### src/hdl/wsch_pkg.sv
// Purpose: shared constants and types for the word-serial status command handler
// Assumes: AXI4-Lite register access, one 20 MHz clock
// Notes:   opcode values are carried in the low byte of the command register
package wsch_pkg;

   // register byte offsets
   localparam logic [7:0] OFS_CMD  = 8'h00;
   localparam logic [7:0] OFS_RESP = 8'h04;
   localparam logic [7:0] OFS_STAT = 8'h08;
   localparam logic [7:0] OFS_SCAN = 8'h0C;

   // status byte bit positions
   localparam int STB_EAV = 2;
   localparam int STB_MAV = 4;
   localparam int STB_ESB = 5;
   localparam int STB_MSS = 6;

   // standard event status bit positions
   localparam int ESR_OPC = 0;
   localparam int ESR_EXE = 4;
   localparam int ESR_CME = 5;

   // response register bit positions
   localparam int RSP_RUN  = 0;
   localparam int RSP_LOCK = 1;
   localparam int RSP_DOR  = 2;
   localparam int RSP_BUSY = 3;

   // reset values and limits
   localparam logic [7:0] RST_BYTE  = 8'h00;
   localparam logic [3:0] ERR_MAX   = 4'hF;
   localparam logic [7:0] ASCII_0   = 8'h30;
   localparam logic [7:0] DEC_100   = 8'h64;
   localparam logic [7:0] DEC_10    = 8'h0A;
   localparam logic [1:0] RESP_OK   = 2'h0;
   localparam logic [1:0] RESP_ERR  = 2'h2;
   localparam int         OQ_DEPTH  = 8;
   localparam int         OQ_AW     = 3;

   // command opcodes
   typedef enum logic [7:0] {
      OP_BNO    = 8'h01, OP_BAV   = 8'h02, OP_BREQ  = 8'h03, OP_CLR  = 8'h04,
      OP_CLRLK  = 8'h05, OP_SETLK = 8'h06, OP_RDPRT = 8'h07, OP_RDSTB = 8'h08,
      OP_TRIG   = 8'h09, OP_CLS   = 8'h10, OP_ESE   = 8'h11, OP_ESEQ = 8'h12,
      OP_ESRQ   = 8'h13, OP_OPC   = 8'h14, OP_OPCQ  = 8'h15, OP_RST  = 8'h16,
      OP_SRE    = 8'h17, OP_SREQ  = 8'h18, OP_STBQ  = 8'h19, OP_TRG  = 8'h1A,
      OP_TSTQ   = 8'h1B, OP_WAI   = 8'h1C, OP_ABORT = 8'h20, OP_INIT1 = 8'h21,
      OP_INITC  = 8'h22, OP_TSRC  = 8'h23, OP_ESYN  = 8'h30, OP_ERNG = 8'h31
   } wsch_op_t;

   // command word as written by software
   typedef struct packed {
      logic [7:0] arg;
      logic [7:0] op;
   } wsch_cmd_t;

   // decimal reply formatter states, gray along the path
   typedef enum logic [1:0] {
      DS_IDLE = 2'b00,
      DS_HUN  = 2'b01,
      DS_TEN  = 2'b11,
      DS_ONE  = 2'b10
   } wsch_ds_t;

endpackage

### src/hdl/wsch_fifo.sv
// Purpose: reply byte queue, first in first out
// Assumes: one clock, synchronous active-low reset
// Notes:   flush wins over a push in the same cycle
`timescale 1ns/1ps
module wsch_fifo
   import wsch_pkg::*;
#(
   parameter int W  = 8,
   parameter int D  = OQ_DEPTH,
   parameter int AW = OQ_AW
) (
   input  wire logic         aclk,
   input  wire logic         aresetn,
   input  wire logic         flush,
   input  wire logic         in_valid,
   output logic              in_ready,
   input  wire logic [W-1:0] in_data,
   output logic              out_valid,
   input  wire logic         out_ready,
   output logic [W-1:0]      out_data
);
   logic [W-1:0] mem_q [D];
   logic [AW-1:0] wp_q;
   logic [AW-1:0] rp_q;
   logic [AW:0]   cnt_q;
   logic          push;
   logic          pop;

   // handshake terms
   assign in_ready  = (cnt_q != (AW+1)'(D));
   assign out_valid = (cnt_q != '0);
   assign out_data  = mem_q[rp_q];
   assign push      = in_valid && in_ready;
   assign pop       = out_valid && out_ready;

   // storage
   always_ff @(posedge aclk) begin
      if (push) begin
         mem_q[wp_q] <= in_data;
      end
   end

   // pointers and fill count
   always_ff @(posedge aclk) begin
      if (!aresetn || flush) begin
         wp_q  <= '0;
         rp_q  <= '0;
         cnt_q <= '0;
      end else begin
         if (push) begin
            wp_q <= wp_q + 1'b1;
         end
         if (pop) begin
            rp_q <= rp_q + 1'b1;
         end
         cnt_q <= cnt_q + (AW+1)'(push) - (AW+1)'(pop);
      end
   end
endmodule

### src/hdl/wsch_top.sv
// Purpose: word-serial command handler with 488.2 status model
// Assumes: AXI4-Lite slave, relay sequencer reports busy, scan end and fault
// Notes:   one write and one read outstanding; query replies leave via the queue
//
// Summary of operation
// - begin-normal-operation starts the block; repeats change nothing.
// - byte-available passes its data byte to the command input path.
// - byte request pops the queue head into the reply byte.
// - clear resets the interface and pending work; relays keep running.
// - set-lock sets the lock bit, clear-lock clears it.
// - read-protocol returns the protocol descriptor.
// - read-status-byte returns the current status byte.
// - with bus trigger source, a trigger advances the armed scan.
// - clear-status zeroes events, error count and output queue.
// - event enable is written by command and reported in decimal.
// - event status query reports in decimal then zeroes the register.
// - operation-complete sets event bit 0 once relays are idle.
// - operation-complete query queues ASCII 1 once relays are idle.
// - reset command restores power-up scan state, keeping status registers.
// - service request enable is written by command and reported in decimal.
// - status byte query reports the status byte in decimal.
// - common trigger behaves exactly like the word-serial trigger.
// - self-test query queues ASCII 0 on pass, 1 on fault.
// - after wait-to-continue, only clear executes until relays are idle.
// - abort returns an armed scan to idle.
// - initiate arms the scan for one pass or continuously.
// - non-empty output queue sets status bit 4 and data-out-ready.
// - pending errors keep status byte bit 2 set.
// - syntax error sets event bit 5; range error sets bit 4.
//
// Local design decisions: the address map and register access over AXI4-Lite.
`timescale 1ns/1ps
module wsch_top
   import wsch_pkg::*;
#(
   parameter logic [7:0] PROTOCOL = 8'h5A  // arbitrary descriptor value
) (
   input  wire logic        aclk,
   input  wire logic        aresetn,
   input  wire logic        s_axi_awvalid,
   output logic             s_axi_awready,
   input  wire logic [7:0]  s_axi_awaddr,
   input  wire logic        s_axi_wvalid,
   output logic             s_axi_wready,
   input  wire logic [31:0] s_axi_wdata,
   input  wire logic [3:0]  s_axi_wstrb,
   output logic             s_axi_bvalid,
   input  wire logic        s_axi_bready,
   output logic [1:0]       s_axi_bresp,
   input  wire logic        s_axi_arvalid,
   output logic             s_axi_arready,
   input  wire logic [7:0]  s_axi_araddr,
   output logic             s_axi_rvalid,
   input  wire logic        s_axi_rready,
   output logic [31:0]      s_axi_rdata,
   output logic [1:0]       s_axi_rresp,
   input  wire logic        relay_busy,
   input  wire logic        scan_done,
   input  wire logic        relay_fault,
   output logic             relay_advance,
   output logic [7:0]       cmd_byte,
   output logic             cmd_byte_valid
);
   logic        aw_q, w_q, bvalid_q, awready_q, wready_q, arready_q, rvalid_q;
   logic [7:0]  awaddr_q;
   logic [31:0] wdata_q, rdata_q;
   logic [3:0]  wstrb_q;
   logic [1:0]  bresp_q, rresp_q;
   wsch_cmd_t   cmd_q;
   logic        cmd_v_q;
   logic        run_q, lock_q, wai_q, opc_q, opcq_q;
   logic        armed_q, cont_q, bus_src_q, adv_q, byte_v_q;
   logic [7:0]  esr_q, esr_d, ese_q, sre_q, reply_q, byte_q;
   logic [3:0]  err_q, err_d;
   logic [7:0]  stb;
   wsch_ds_t    ds_q;
   logic [7:0]  dv_q, dv_d, dig_h, dig_t, dig_o;
   logic        oq_in_valid, oq_in_ready, oq_out_valid, oq_out_ready;
   logic [7:0]  oq_in_data, oq_out_data;
   logic        hit_cmd, wr_go, exec, is_clr, opcq_fire, ds_load, flush;
   logic        err_syn, err_rng;
   wsch_op_t    op;

   assign op = wsch_op_t'(cmd_q.op);

   // outputs straight from flops
   assign s_axi_awready  = awready_q;
   assign s_axi_wready   = wready_q;
   assign s_axi_bvalid   = bvalid_q;
   assign s_axi_bresp    = bresp_q;
   assign s_axi_arready  = arready_q;
   assign s_axi_rvalid   = rvalid_q;
   assign s_axi_rdata    = rdata_q;
   assign s_axi_rresp    = rresp_q;
   assign relay_advance  = adv_q;
   assign cmd_byte       = byte_q;
   assign cmd_byte_valid = byte_v_q;

   // status byte summary
   // queue bit set
   always_comb begin
      stb          = RST_BYTE;
      stb[STB_EAV] = (err_q != '0);
      stb[STB_MAV] = oq_out_valid;
      stb[STB_ESB] = |(esr_q & ese_q);
      stb[STB_MSS] = |(stb & sre_q);
   end

   // write decode; a command write waits while the latch is full
   assign hit_cmd = (awaddr_q == OFS_CMD);
   assign wr_go   = aw_q && w_q && !bvalid_q && !(hit_cmd && cmd_v_q);

   // write channel handling
   always_ff @(posedge aclk) begin
      if (!aresetn) begin
         aw_q      <= 1'b0;
         w_q       <= 1'b0;
         awready_q <= 1'b1;
         wready_q  <= 1'b1;
         bvalid_q  <= 1'b0;
         bresp_q   <= RESP_OK;
         awaddr_q  <= RST_BYTE;
         wdata_q   <= '0;
         wstrb_q   <= '0;
      end else begin
         if (s_axi_awvalid && awready_q) begin
            aw_q      <= 1'b1;
            awready_q <= 1'b0;
            awaddr_q  <= s_axi_awaddr;
         end
         if (s_axi_wvalid && wready_q) begin
            w_q      <= 1'b1;
            wready_q <= 1'b0;
            wdata_q  <= s_axi_wdata;
            wstrb_q  <= s_axi_wstrb;
         end
         if (wr_go) begin
            bvalid_q <= 1'b1;
            bresp_q  <= (awaddr_q > OFS_SCAN || awaddr_q[1:0] != 2'h0) ? RESP_ERR : RESP_OK;
         end
         if (bvalid_q && s_axi_bready) begin
            bvalid_q  <= 1'b0;
            aw_q      <= 1'b0;
            w_q       <= 1'b0;
            awready_q <= 1'b1;
            wready_q  <= 1'b1;
         end
      end
   end

   // read channel handling, answer one cycle after address
   always_ff @(posedge aclk) begin
      if (!aresetn) begin
         arready_q <= 1'b1;
         rvalid_q  <= 1'b0;
         rdata_q   <= '0;
         rresp_q   <= RESP_OK;
      end else if (s_axi_arvalid && arready_q) begin
         arready_q <= 1'b0;
         rvalid_q  <= 1'b1;
         rresp_q   <= RESP_OK;
         case (s_axi_araddr)
            OFS_CMD:  rdata_q <= {15'h0000, cmd_v_q, cmd_q};
            OFS_RESP: rdata_q <= {16'h0000, reply_q, 4'h0, (ds_q != DS_IDLE) || cmd_v_q,
                                  oq_out_valid, lock_q, run_q};
            OFS_STAT: rdata_q <= {sre_q, ese_q, esr_q, stb};
            OFS_SCAN: rdata_q <= {24'h000000, err_q, wai_q, bus_src_q, cont_q, armed_q};
            default: begin
               rdata_q <= '0;
               rresp_q <= RESP_ERR;
            end
         endcase
      end else if (rvalid_q && s_axi_rready) begin
         rvalid_q  <= 1'b0;
         arready_q <= 1'b1;
      end
   end

   // execution gating
   // hold while waiting
   assign is_clr    = (op == OP_CLR);
   assign opcq_fire = opcq_q && !relay_busy && (ds_q == DS_IDLE);
   assign exec      = cmd_v_q && (is_clr || ((ds_q == DS_IDLE) && !opcq_fire
                                              && !(wai_q && relay_busy)));
   assign oq_out_ready = exec && (op == OP_BREQ);
   assign flush   = exec && (is_clr || op == OP_CLS);
   assign err_syn = exec && (op == OP_ESYN);
   assign err_rng = exec && (op == OP_ERNG);

   // command latch
   always_ff @(posedge aclk) begin
      if (!aresetn) begin
         cmd_v_q <= 1'b0;
         cmd_q   <= '0;
      end else if (wr_go && hit_cmd && wstrb_q[1:0] == 2'h3) begin
         cmd_v_q <= 1'b1;
         cmd_q   <= wdata_q[15:0];
      end else if (exec) begin
         cmd_v_q <= 1'b0;
      end
   end

   // event status next value; a set in the clearing cycle wins
   always_comb begin
      esr_d = esr_q;
      if (exec && (op == OP_ESRQ || op == OP_CLS)) begin
         esr_d = RST_BYTE;
      end
      if (opc_q && !relay_busy) begin
         esr_d[ESR_OPC] = 1'b1;
      end
      if (err_rng) begin
         esr_d[ESR_EXE] = 1'b1;
      end
      if (err_syn) begin
         esr_d[ESR_CME] = 1'b1;
      end
      err_d = (exec && op == OP_CLS) ? 4'h0 : err_q;
      if ((err_syn || err_rng) && err_d != ERR_MAX) begin
         err_d = err_d + 4'h1;
      end
   end

   // status registers, lock and operating state
   always_ff @(posedge aclk) begin
      if (!aresetn) begin
         esr_q <= RST_BYTE;
         ese_q <= RST_BYTE;
         sre_q <= RST_BYTE;
         err_q <= '0;
         run_q <= 1'b0;
         lock_q <= 1'b0;
         reply_q <= RST_BYTE;
      end else begin
         esr_q <= esr_d;
         err_q <= err_d;
         if (exec) begin
            case (op)
               OP_BNO:   run_q <= 1'b1;
               OP_SETLK: lock_q <= 1'b1;
               OP_CLRLK: lock_q <= 1'b0;
               OP_BREQ:  reply_q <= oq_out_valid ? oq_out_data : RST_BYTE;
               OP_RDPRT: reply_q <= PROTOCOL;
               OP_RDSTB: reply_q <= stb;
               OP_ESE:   ese_q <= cmd_q.arg;
               OP_SRE:   sre_q <= cmd_q.arg;
               default:  reply_q <= reply_q;
            endcase
         end
      end
   end

   // pending-operation flags and scan sequencing
   always_ff @(posedge aclk) begin
      if (!aresetn) begin
         wai_q <= 1'b0;
         opc_q <= 1'b0;
         opcq_q <= 1'b0;
         armed_q <= 1'b0;
         cont_q <= 1'b0;
         bus_src_q <= 1'b0;
         adv_q <= 1'b0;
         byte_q <= RST_BYTE;
         byte_v_q <= 1'b0;
      end else begin
         adv_q <= 1'b0;
         byte_v_q <= 1'b0;
         if (wai_q && !relay_busy) begin
            wai_q <= 1'b0;
         end
         if (opc_q && !relay_busy) begin
            opc_q <= 1'b0;
         end
         if (opcq_fire) begin
            opcq_q <= 1'b0;
         end
         if (scan_done && !cont_q) begin
            armed_q <= 1'b0;
         end
         if (exec) begin
            case (op)
               OP_BAV: begin
                  byte_q <= cmd_q.arg;
                  byte_v_q <= 1'b1;
               end
               OP_CLR: begin
                  wai_q <= 1'b0;
                  opc_q <= 1'b0;
                  opcq_q <= 1'b0;
               end
               OP_TRIG, OP_TRG: adv_q <= armed_q && bus_src_q;
               OP_OPC:  opc_q <= 1'b1;
               OP_OPCQ: opcq_q <= 1'b1;
               OP_WAI:  wai_q <= 1'b1;
               OP_RST: begin
                  armed_q <= 1'b0;
                  cont_q <= 1'b0;
                  bus_src_q <= 1'b0;
                  wai_q <= 1'b0;
                  opc_q <= 1'b0;
                  opcq_q <= 1'b0;
               end
               OP_ABORT: armed_q <= 1'b0;
               OP_INIT1: begin
                  armed_q <= 1'b1;
                  cont_q <= 1'b0;
               end
               OP_INITC: begin
                  armed_q <= 1'b1;
                  cont_q <= 1'b1;
               end
               OP_TSRC: bus_src_q <= cmd_q.arg[0];
               default: adv_q <= 1'b0;
            endcase
         end
      end
   end

   // decimal formatter load and value select
   always_comb begin
      ds_load = opcq_fire;
      dv_d = 8'h01;
      if (exec && !opcq_fire) begin
         ds_load = 1'b1;
         case (op)
            OP_ESEQ: dv_d = ese_q;
            OP_ESRQ: dv_d = esr_q;
            OP_SREQ: dv_d = sre_q;
            OP_STBQ: dv_d = stb;
            OP_TSTQ: dv_d = {7'h00, relay_fault};
            default: ds_load = 1'b0;
         endcase
      end
   end

   // digits; leading zeros are skipped
   assign dig_h = dv_q / DEC_100;
   assign dig_t = (dv_q / DEC_10) % DEC_10;
   assign dig_o = dv_q % DEC_10;
   assign oq_in_valid = (ds_q == DS_HUN && dig_h != '0) || (ds_q == DS_ONE)
                     || (ds_q == DS_TEN && (dig_h != '0 || dig_t != '0));
   always_comb begin
      case (ds_q)
         DS_HUN:  oq_in_data = ASCII_0 + dig_h;
         DS_TEN:  oq_in_data = ASCII_0 + dig_t;
         default: oq_in_data = ASCII_0 + dig_o;
      endcase
   end

   // formatter sequence; stalls on a full queue
   // decimal report
   always_ff @(posedge aclk) begin
      if (!aresetn || flush) begin
         ds_q <= DS_IDLE;
         dv_q <= RST_BYTE;
      end else if (ds_load) begin
         ds_q <= DS_HUN;
         dv_q <= dv_d;
      end else if (!oq_in_valid || oq_in_ready) begin
         case (ds_q)
            DS_HUN:  ds_q <= DS_TEN;
            DS_TEN:  ds_q <= DS_ONE;
            default: ds_q <= DS_IDLE;
         endcase
      end
   end

   wsch_fifo #(.W(8), .D(OQ_DEPTH), .AW(OQ_AW)) u_oq (
      .aclk      (aclk),
      .aresetn   (aresetn),
      .flush     (flush),
      .in_valid  (oq_in_valid),
      .in_ready  (oq_in_ready),
      .in_data   (oq_in_data),
      .out_valid (oq_out_valid),
      .out_ready (oq_out_ready),
      .out_data  (oq_out_data)
   );
endmodule
### config.mk
export PLATFORM = sky130hd
export DESIGN_NAME = wsch_top
export DESIGN_NICKNAME = d
export VERILOG_FILES = /design/src/hdl/wsch_pkg.sv /design/src/hdl/wsch_fifo.sv /design/src/hdl/wsch_top.sv
export SDC_FILE = /design/constraint.sdc
export NUM_CORES = 1
export LEC_CHECK = 0
export BUFFER_PORTS_ARGS = -buffer_cell sky130_fd_sc_hd__buf_4
export CAP_MARGIN = 20
export CELL_PAD_IN_SITES_DETAIL_PLACEMENT = 0
export CELL_PAD_IN_SITES_GLOBAL_PLACEMENT = 1
export CORE_ASPECT_RATIO = 0.5
export CORE_UTILIZATION = 41
export CTS_CLUSTER_SIZE = 28
export DETAILED_ROUTE_END_ITERATION = 7
export MAX_ROUTING_LAYER = met4
export PLACE_DENSITY = 0.83
export SYNTH_ARGS = -nofsm -noshare
export SYNTH_HDL_FRONTEND = slang
export SYNTH_SLANG_ARGS = --single-unit
### constraint.sdc
create_clock -name aclk -period 4 [get_ports aclk]
set_input_delay 0.6 -clock aclk [delete_from_list [all_inputs] [get_ports aclk]]
set_output_delay 0.6 -clock aclk [all_outputs]
set_load 0.05 [all_outputs]
### Word level (Yosys, flattened, before mapping)

Memory sizes are Yosys's and may differ from the RTL's. A register that Yosys moved wholly into a read port is not among the register bits.
Index checks and enable logic that the tools add are counted.

* register bits after elaboration: 155
* memory bits (writable): 64
* input port bits: 62
* output and inout port bits: 51
* logic and storage cells: 231
* memories: 1

Memories
* u_oq.mem_q: words 8, bits a word 8, rd ports 1, clocked after memory_dff 1, write ports 1, line wsch_fifo.sv:22 `logic [W-1:0] mem_q [D];`

* add/subtract/negate cells: 8
* divide/modulo/power cells: 4
* magnitude comparators: 1
* equality and inequality tests: 37
* multiplexer cells: 45
* bitwise logic cells: 3
* reductions and logical operators: 92

Operator list (number)
* $pmux W32 S4: 1
* $eq A8 B5 Y1 const B: 13
* $eq A8 B6 Y1 const B: 6
* $eq A8 B3 Y1 const B: 5
* $pmux W8 S5: 1
* $logic_and A1 B1 Y1: 33
* $eq A8 B4 Y1 const B: 4
* $add A6 B8 Y8 const A: 3
* $mux W1: 24
* $pmux W8 S3: 1
* $reduce_bool A2 Y1: 11
* $reduce_and A2 Y1: 9
* $and A6 B8 Y8: 2
* $eq A8 B2 Y1 const B: 2
* $logic_not A8 Y1: 2
* $mod A8 B4 Y8 const B: 2
* $mux W8: 2
* $pmux W8 S2: 1
* $reduce_bool A8 Y1: 2
* $reduce_or A8 Y1: 2
* $pmux W1 S2: 7
* $reduce_or A2 Y1: 7
* $logic_or A1 B1 Y1: 11
* $div A8 B4 Y8 const B: 1
* 23 further kinds: 38

### Longest topological paths before layout

Gate-level depths: netlist of run 1.

* depth in word-level cells: 13
* mapped depth: 24
* gate-level depth less buffers: 20

### Cells and area by module

From an unflattened synthesis of run 1, not the netlist that was laid out.

* cells, all modules: 1144
* area, all modules: 10905.5 µm²

Modules (own cells, without submodules)
* wsch_top: times used 1, cells each 970, area each 7753.7 µm², seq. area each 2862.7 µm²
* wsch_fifo: times used 1, cells each 174, area each 3151.8 µm², seq. area each 2182.1 µm²

### Least setup slack after synthesis of run 1

No wires, ideal clock.

* path type: reg-to-reg
* from: reg dv_q[7]
* to: reg u_oq.cnt_q[2]
* setup time: 0.125 ns
* data arrival time: 4.102 ns
* data required time: 3.875 ns
* slack: -0.228 ns
* stages on the path, launching flop included: 22
* path buffers: 4
* period minus slack after synthesis: 4.228 ns
* cell sequence: dfxtp_1 buf_2 buf_2 buf_1 o21ai_0 a22oi_1 ha_1 o211ai_1 nor3_1 nand2_1 o21bai_1 inv_1 ha_1 nor2_1 a222oi_1 nor4_2 a21oi_2 buf_6 ha_1 fa_1 xnor2_1 nor2_1

* word-level cells in the longest chain between the ends: 9
* elaborated cells on any way between the ends: 13
* classes of those cells: 2 x add/sub; 3 x div; 8 x reduce/logical

RTL lines
* from (decl): line wsch_top.sv:77 `logic [7:0] dv_q, dv_d, dig_h, dig_t, dig_o;`
* from (signal assigned): line wsch_top.sv:358 `dv_q <= dv_d;`
* $div A8 B4 Y8: line wsch_top.sv:338 `assign dig_t = (dv_q / DEC_10) % DEC_10;`
* $mod A8 B4 Y8: line wsch_top.sv:338
* $reduce_bool A8 Y1: line wsch_top.sv:341 `|| (ds_q == DS_TEN && (dig_h != '0 || dig_t != '0));`
* $logic_or A1 B1 Y1: line wsch_top.sv:341
* $logic_and A1 B1 Y1: line wsch_top.sv:341
* $logic_or A1 B1 Y1 (*): line wsch_top.sv:341
* $logic_and A1 B1 Y1 (*): line wsch_fifo.sv:33 `assign push = in_valid && in_ready;`
* named net u_oq.push: line wsch_fifo.sv:26 `logic push;`
* $add A4 B1 Y4 (*): line wsch_fifo.sv:56 `cnt_q <= cnt_q + (AW+1)'(push) - (AW+1)'(pop);`
* $sub A4 B1 Y4 (*): line wsch_fifo.sv:56
* to (signal assigned): line wsch_fifo.sv:56
* to (decl): line wsch_fifo.sv:25 `logic [AW:0] cnt_q;`

Mark *: on every way through the listed nets, which the timed path passes. The rest lies on a longest branch.
A chain may end at the register's enable or synchronous reset.

### Final worst setup path of run 1

* from: reg dv_q[4]
* to: mem u_oq.mem_q[6][3], enable pin

* word-level cells in the longest chain between the ends: 9
* elaborated cells on any way between the ends: 13
* classes of those cells: 3 x div; 2 x mux; 8 x reduce/logical

RTL lines
* $div A8 B4 Y8: line wsch_top.sv:338
* $mod A8 B4 Y8: line wsch_top.sv:338
* $reduce_bool A8 Y1: line wsch_top.sv:341
* $logic_or A1 B1 Y1: line wsch_top.sv:341
* $logic_and A1 B1 Y1: line wsch_top.sv:341
* $logic_or A1 B1 Y1 (*): line wsch_top.sv:341
* $logic_and A1 B1 Y1 (*): line wsch_fifo.sv:33
* $mux W1 (*): line wsch_fifo.sv:38 `if (push) begin`
* $mux W1 (implied by the code) (*): line wsch_fifo.sv:39 `mem_q[wp_q] <= in_data;`
* to (decl): line wsch_fifo.sv:22

Every way passes the cells marked *; elsewhere a longest branch is shown, timed or not.

==> flow_summary.toml, run 1 <==
[status]
outcome = "finished clean"

[logic_synthesis]
ys_ff_latch = 220
synth-edff-count = 64
synth_top_flop_cell = "dfxtp_1"
synth.avg_cell_area_um2 = 9.60
postSynthCellCount = 1060
synthDistinctLibCells = 74
synth_top_area_share_pct = 30.7
syn_area_mm2 = 0.0102
synth_area_leaders = "dfxtp_1 31%, edfxtp_1 19%, nand2_1 5.1%"
yosysSeqAreaShare_pct = 49.6
yosys.area.top_type = "dfxtp_1"
ys_async_sr_fraction_pct = 0
ys_warn_count = 0

[placement]
port_buffers = 92
placed_area_mm2 = 0.0116
place_congestion = 0.921
dp_hpwl_um = 19100

[drt]
viasPerCell = 5.52
first_iter_violations = 730
route.vias.total = 8479
ant_nets = 0
drt_wl_total_um = 27100
wl_per_cell_um = 17.6
first_pass_iters = 5
drc = 0

[timing]
setup_viol = 0
tns_ns = 0
maxSlewHeadroom_pct = 32.1
skew_ns = 0.0105
grt_setup_unrepaired = "true"
min_period_ns = 3.93
fin_hold_ws_ns = 0.308
fmax_ghz = 0.255
drv_slew = 0
period_share_pct = 98.1
worstMarginPinSlew_ns = 1.01
hold_viol = 0

[clock_tree]
numCtsBuffers = 21
clock_path_buffers = 3
cts-root-buf = "clkbuf_16"
htreeDepth = 1
worstSkewPairLatency_ns = 0.50
cts_tree = "yes"
path_clk_slew_ns = 0.07
clock-sinks = 220

[setup_path]
r2r_setup_slack_ns = 0.07
required_ns = 4.21
worstPathArrival_ns = 4.13
slowest_delay_ns = 0.51
cp-start-kind = "flop"
critPathTopFamily = "compound AO/OA/AOI/OAI gates"
endpoint_kind = "flop"
path_max_fanout = 10
cpMostUsedCell = "buf_6"
regToRegEndpoint = "u_oq.mem_q[6][3]"
path_buf_inv = 3
cp_slowest_cell = "or4_4"
worst-r2r-cell-count = 15
rr_startpoint = "dv_q[4]"
worstSetupPathType = "reg -> reg"
cp_cell_sequence = "nand2b_1 -> a21o_1 -> a211o_1 -> ha_2 -> o211ai_1 -> nor3_2 -> buf_4 -> o311a_1 -> or4_4 -> a221oi_2 -> nor4_2 -> a21oi_2 -> buf_6 -> and4b_1 -> buf_6"

[run]
maxCapViolCount = 0

[cells_and_area]
drive_gt1_share_pct = 21.9
fin_area_mm2 = 0.0125
antenna_cells = 0
nets = 1265
area_delta_synth_final_pct = 23.3

[power_and_ir_drop]
ir_worst_vdd_mv = 0.280
power.leakage_nw = 4.83
powerDensity_mw_per_mm2 = 357

[floorplanning]
core-area_mm2 = 0.0242
die_h_um = 113
die_area_mm2 = 0.0255
start_util_pct = 42.1
row_count = 40
die_x_um = 225
ios = 113

[worst_hold_path]
min-delay-path-class = "in -> reg"
hold_path_end = "s_axi_wready"
worstHoldPathCells = 2
worst_hold_startpoint = "s_axi_wvalid"

[global_routing]
grt_overflow_total = 0
grt_pass1_wl_um = 43000
grt_pass1_vias = 8135
grt_use_total_pct = 21.6
antenna_found_initial = 0
grt_max_degree = 89
## cell usage after synthesis, drive strengths merged, types with 5 or more instances
cell	count
dfxtp	156
nand2	139
nor2	117
a21oi	82
edfxtp	64
clkbuf	46
o21ai	45
mux2i	43
a22oi	37
nand3	30
inv	27
nor3	25
buf	21
mux4	17
nor2b	15
and2	14
ha	14
mux2	11
and3	10
nand2b	10
a31oi	9
a221oi	8
nor4	8
xnor2	8
a21o	7
nand4	7
xor2	7
a211oi	6
o21a	6
a222oi	5
o211a	5
## state kept, by name, summed over array words and instances (netlist names), 2 cells and up, named ones only
register     count
awaddr_q         8
u_oq.cnt_q       4
u_oq.rp_q        3
reply_q          8
u_oq.mem_q      64
wdata_q         16
cmd_byte         8
u_oq.wp_q        3
sre_q            8
err_q            4
wstrb_q          2
esr_q            3
dv_q             8
ese_q            8
s_axi_rdata     32
cmd_q            8
op               8
ds_q             2
## per-layer routing
| metal | vias to the layer above | track usage [%] | share of wire (%) |
|---|---|---|---|
| met1 | 4112 | 28.7 | 46 |
| met5 | - | - | 0 |
| met4 | 0 | 4.13 | 1.4 |
| met2 | 244 | 35.5 | 47 |
| met3 | 38 | 2.99 | 5.1 |
| li1 | 4085 | - | - |
## how the worst max path moves through the flow
stage / startpoint / to / slack, ns / depth (start not counted)
floorplan: dv_q[5] / u_oq.cnt_q[2] / 0.05 / 22
global placement: dv_q[3] / u_oq.mem_q[7][2] / 0.03 / 16
detailed placement: dv_q[3] / u_oq.mem_q[2][6] / -0.1 / 15
CTS: dv_q[4] / u_oq.mem_q[6][7] / 0.03 / 16
global route: dv_q[3] / u_oq.cnt_q[1] / -0.09 / 15
finish: dv_q[4] / u_oq.mem_q[6][3] / 0.07 / 15
## worst register-to-register path: stages (launching register included)
cell      delay (ns)
dfxtp_2         0.36
nand2b_1        0.21
a21o_1          0.20
a211o_1         0.33
ha_2            0.20
o211ai_1        0.17
nor3_2          0.10
buf_4           0.14
o311a_1         0.14
or4_4           0.51
a221oi_2        0.35
nor4_2          0.12
a21oi_2         0.23
buf_6           0.16
and4b_1         0.26
buf_6           0.16
## where the power goes
group          internal (mW)  total (mW)  switching [mW]
Combinational         0.0594       0.170           0.110
Sequential              2.30        2.31          0.0143
Clock                   1.13        1.99           0.857
Total                   3.49        4.47           0.982
## layout make-up
cell class	count	area [µm²]
fill	2167	11600
sequential	220	5050
multi-input combinational	747	4830
timing repair buffer	171	1460
clock buffer	25	561
tap	336	420
clock inverter	11	116
inverter	27	103
## repair_timing
item                                    4_1_cts  5_1_grt
resized for setup                             3       32
endpoints found under the setup margin       56       91
hold endpoints to repair                      0        0
hold buffers                                  0        0
pin swaps                                     1       13
cloned                                        0        1
buffers inserted                              1        6
## cell usage in the layout (no fill, tap or decap), types with 9 or more instances in the layout
cell type / Yosys / layout
buf_4: 6 / 153
nor3_1: 24 / 22
ha_1: 14 / 10
mux4_2: 17 / 17
and3_1: 10 / 10
nor2_1: 117 / 116
a31oi_1: 9 / 9
nand2b_1: 10 / 9
mux2_2: 10 / 10
clkbuf_16: 0 / 22
o21ai_0: 44 / 43
inv_1: 26 / 26
a21oi_1: 81 / 81
dfxtp_1: 156 / 151
mux2i_1: 43 / 43
nand2_1: 139 / 138
and2_1: 14 / 14
a22oi_1: 37 / 36
nand3_1: 30 / 30
edfxtp_1: 64 / 64
nor2b_1: 15 / 14
## metrics by stage
stage | worst slack (ns) | utilization [%] | cells | power, mW
2_1_floorplan | 0.0460 | - | 1061 | 2.46
3_3_place_gp | 0.0282 | 48.1 | 1491 | 2.53
3_5_place_dp | -0.0956 | 48.1 | 1491 | 2.53
4_1_cts | 0.0321 | 50.9 | 1528 | 4.50
5_1_grt | -0.0920 | 51.9 | 1537 | 4.61
6_report | 0.0742 | 51.9 | 1537 | 4.47
## logic make-up after synthesis
group	after synthesis	synth area share (%)
adders and majority gates	15	1.92
DFF	220	49.6
muxes	71	9.25
buffers and inverters	94	3.94
AOI/OAI and AO/OA	237	15.0
other	1	0.0369
and+or+nand+nor	407	19.0
xor gates and xnor gates	15	1.29
No activity file was read; power rests on OpenSTA's default activity.
==> inputs of run 2 (changes only) <==
- CTS_CLUSTER_DIAMETER: not set -> 40
- REMOVE_ABC_BUFFERS: not set -> 1
==> flow_summary.toml, run 2 (same netlist as run 1, synthesis figures left out) <==
[clock_tree]
clock_path_buffers = 3
cts-root-buf = "clkbuf_16"
cts_tree = "yes"
path_clk_slew_ns = 0.07
worstSkewPairLatency_ns = 0.54
numCtsBuffers = 24
htreeDepth = 1
clock-sinks = 220

[timing]
tns_ns = 0
min_period_ns = 3.95
grt_setup_unrepaired = "true"
maxSlewHeadroom_pct = 36.8
setup_viol = 0
period_share_pct = 98.7
skew_ns = 0.0326
drv_slew = 0
fmax_ghz = 0.253
hold_viol = 0
setup_slack_ns = 0.0504
worstMarginPinSlew_ns = 0.943

[drt]
first_iter_violations = 751
drt_wl_total_um = 26700
route.vias.total = 8507
first_pass_iters = 7
ant_nets = 0
viasPerCell = 5.46
wl_per_cell_um = 17.1
drc = 0

[cells_and_area]
antenna_cells = 0
regMostFlops = "u_oq.mem_q"
fin_area_mm2 = 0.0128
fill_cells = 2125
final_cell_mix = "174 x buf_4, 150 x dfxtp_1, 139 x nand2_1"
largest_reg_flops = 64
final_common_cell = "buf_4"
drive_gt1_share_pct = 24.3
nets = 1282
fin_cells = 1559
area_delta_synth_final_pct = 26.3
post-route-util_pct = 53.2

[setup_path]
path_max_fanout = 9
worstPathArrival_ns = 4.36
critPathTopFamily = "compound AO/OA/AOI/OAI gates"
required_ns = 4.41
slowest_delay_ns = 0.49
cp-start-kind = "flop"
cpMostUsedCell = "a21oi_2"
path_buf_inv = 2
endpoint_kind = "flop"
worstSetupPathType = "reg -> reg"
cp_cell_sequence = "buf_4 -> nor3b_1 -> o21a_1 -> a2111oi_4 -> a31o_1 -> a21oi_2 -> o21bai_1 -> inv_2 -> ha_4 -> nor2_1 -> a222oi_1 -> nor4_4 -> a21oi_2 -> ha_2 -> fa_1 -> and2_1"
cp_slowest_cell = "a222oi_1"

[floorplanning]
row_count = 40
start_util_pct = 42.1
die_x_um = 225
die_area_mm2 = 0.0255
core-area_mm2 = 0.0242
ios = 113
die_h_um = 113

[placement]
place_congestion = 0.940
place_ws_ns = -0.140
dp_hpwl_um = 19200
placed_area_mm2 = 0.0116
port_buffers = 92
dp_cells = 1499

[run]
maxCapViolCount = 0

[global_routing]
antenna_found_initial = 0
grt_overflow_total = 0
grt_pass1_wl_um = 42300
grt_pass1_vias = 7914
grt_max_degree = 90
grt_use_total_pct = 21.3

[power_and_ir_drop]
ir_worst_vdd_mv = 0.180
power.leakage_nw = 4.97
powerDensity_mw_per_mm2 = 374

[worst_hold_path]
min-delay-path-class = "in -> reg"

[status]
outcome = "finished clean"
[run 2: changes by cell type in the layout (fill, tap and decap cells not counted), moves of 3 or more]
cell | previous run | this run
a21oi_1 | 81 | 78
a21oi_2 | 1 | 4
buf_12 | 8 | 4
buf_4 | 153 | 174
clkinv_2 | 6 | 1
clkinv_8 | 0 | 6
dfxtp_2 | 5 | 1
dfxtp_4 | 0 | 5
inv_8 | 0 | 6
[run 2: path summary, 6_finish.rpt]
check,depth (start not counted),endpoint,slack (ns),start
hold / removal,2,s_axi_wready,0.27,s_axi_wvalid
setup / recovery,16,u_oq.cnt_q[1],0.05,dv_q[5]
setup reg to reg,16,u_oq.cnt_q[1],0.05,dv_q[5]
hold reg to reg,2,op[0],0.46,wdata_q[0]
[run 2: final cells by class]
class,instances,area [µm²],share of cell area (%)
sequential,220,5060,39.4
multi-input combinational,747,4930,38.4
timing repair buffer,185,1460,11.4
clock buffer,24,601,4.67
tap,336,420,3.27
clock inverter,20,269,2.09
inverter,27,103,0.798
[run 2: what timing repair did]
item | CTS | global route
endpoints found under the setup margin | 75 | 84
setup buffers | 4 | 10
resized for setup | 11 | 43
pin swaps | 6 | 17
hold buffers | 0 | 0
[run 2: report_power, final]
group | internal [mW] | switching [mW] | leakage [nW]
logic | 0.0579 | 0.109 | 2.72
registers | 2.30 | 0.0142 | 1.83
clock network | 1.26 | 1.07 | 0.416
[run 2: through the flow]
stage,power (mW),hold slack (ns)
finish,4.81,0.266
global route,4.97,0.262
CTS,4.85,0.255
detailed placement,2.53,0.447
global placement,2.53,0.443
floorplan,2.45,0.433
[run 2: routing by layer]
metal / track usage (%) / share of wire [%] / up-vias
met5: - / 0 / -
met4: 3.76 / 1.4 / 0
met3: 3.04 / 6.1 / 34
met2: 32.6 / 45 / 233
met1: 30.4 / 48 / 4116
li1: - / - / 4124
[run 2: worst reg2reg max path, stage by stage, from the launching register on]
cell and delay (ns):
dfxtp_4 0.36, buf_4 0.17, nor3b_1 0.16, o21a_1 0.22, a2111oi_4 0.34, a31o_1 0.24, a21oi_2 0.07, o21bai_1 0.22
inv_2 0.10, ha_4 0.28, nor2_1 0.04, a222oi_1 0.49, nor4_4 0.12, a21oi_2 0.25, ha_2 0.24, fa_1 0.40
and2_1 0.14
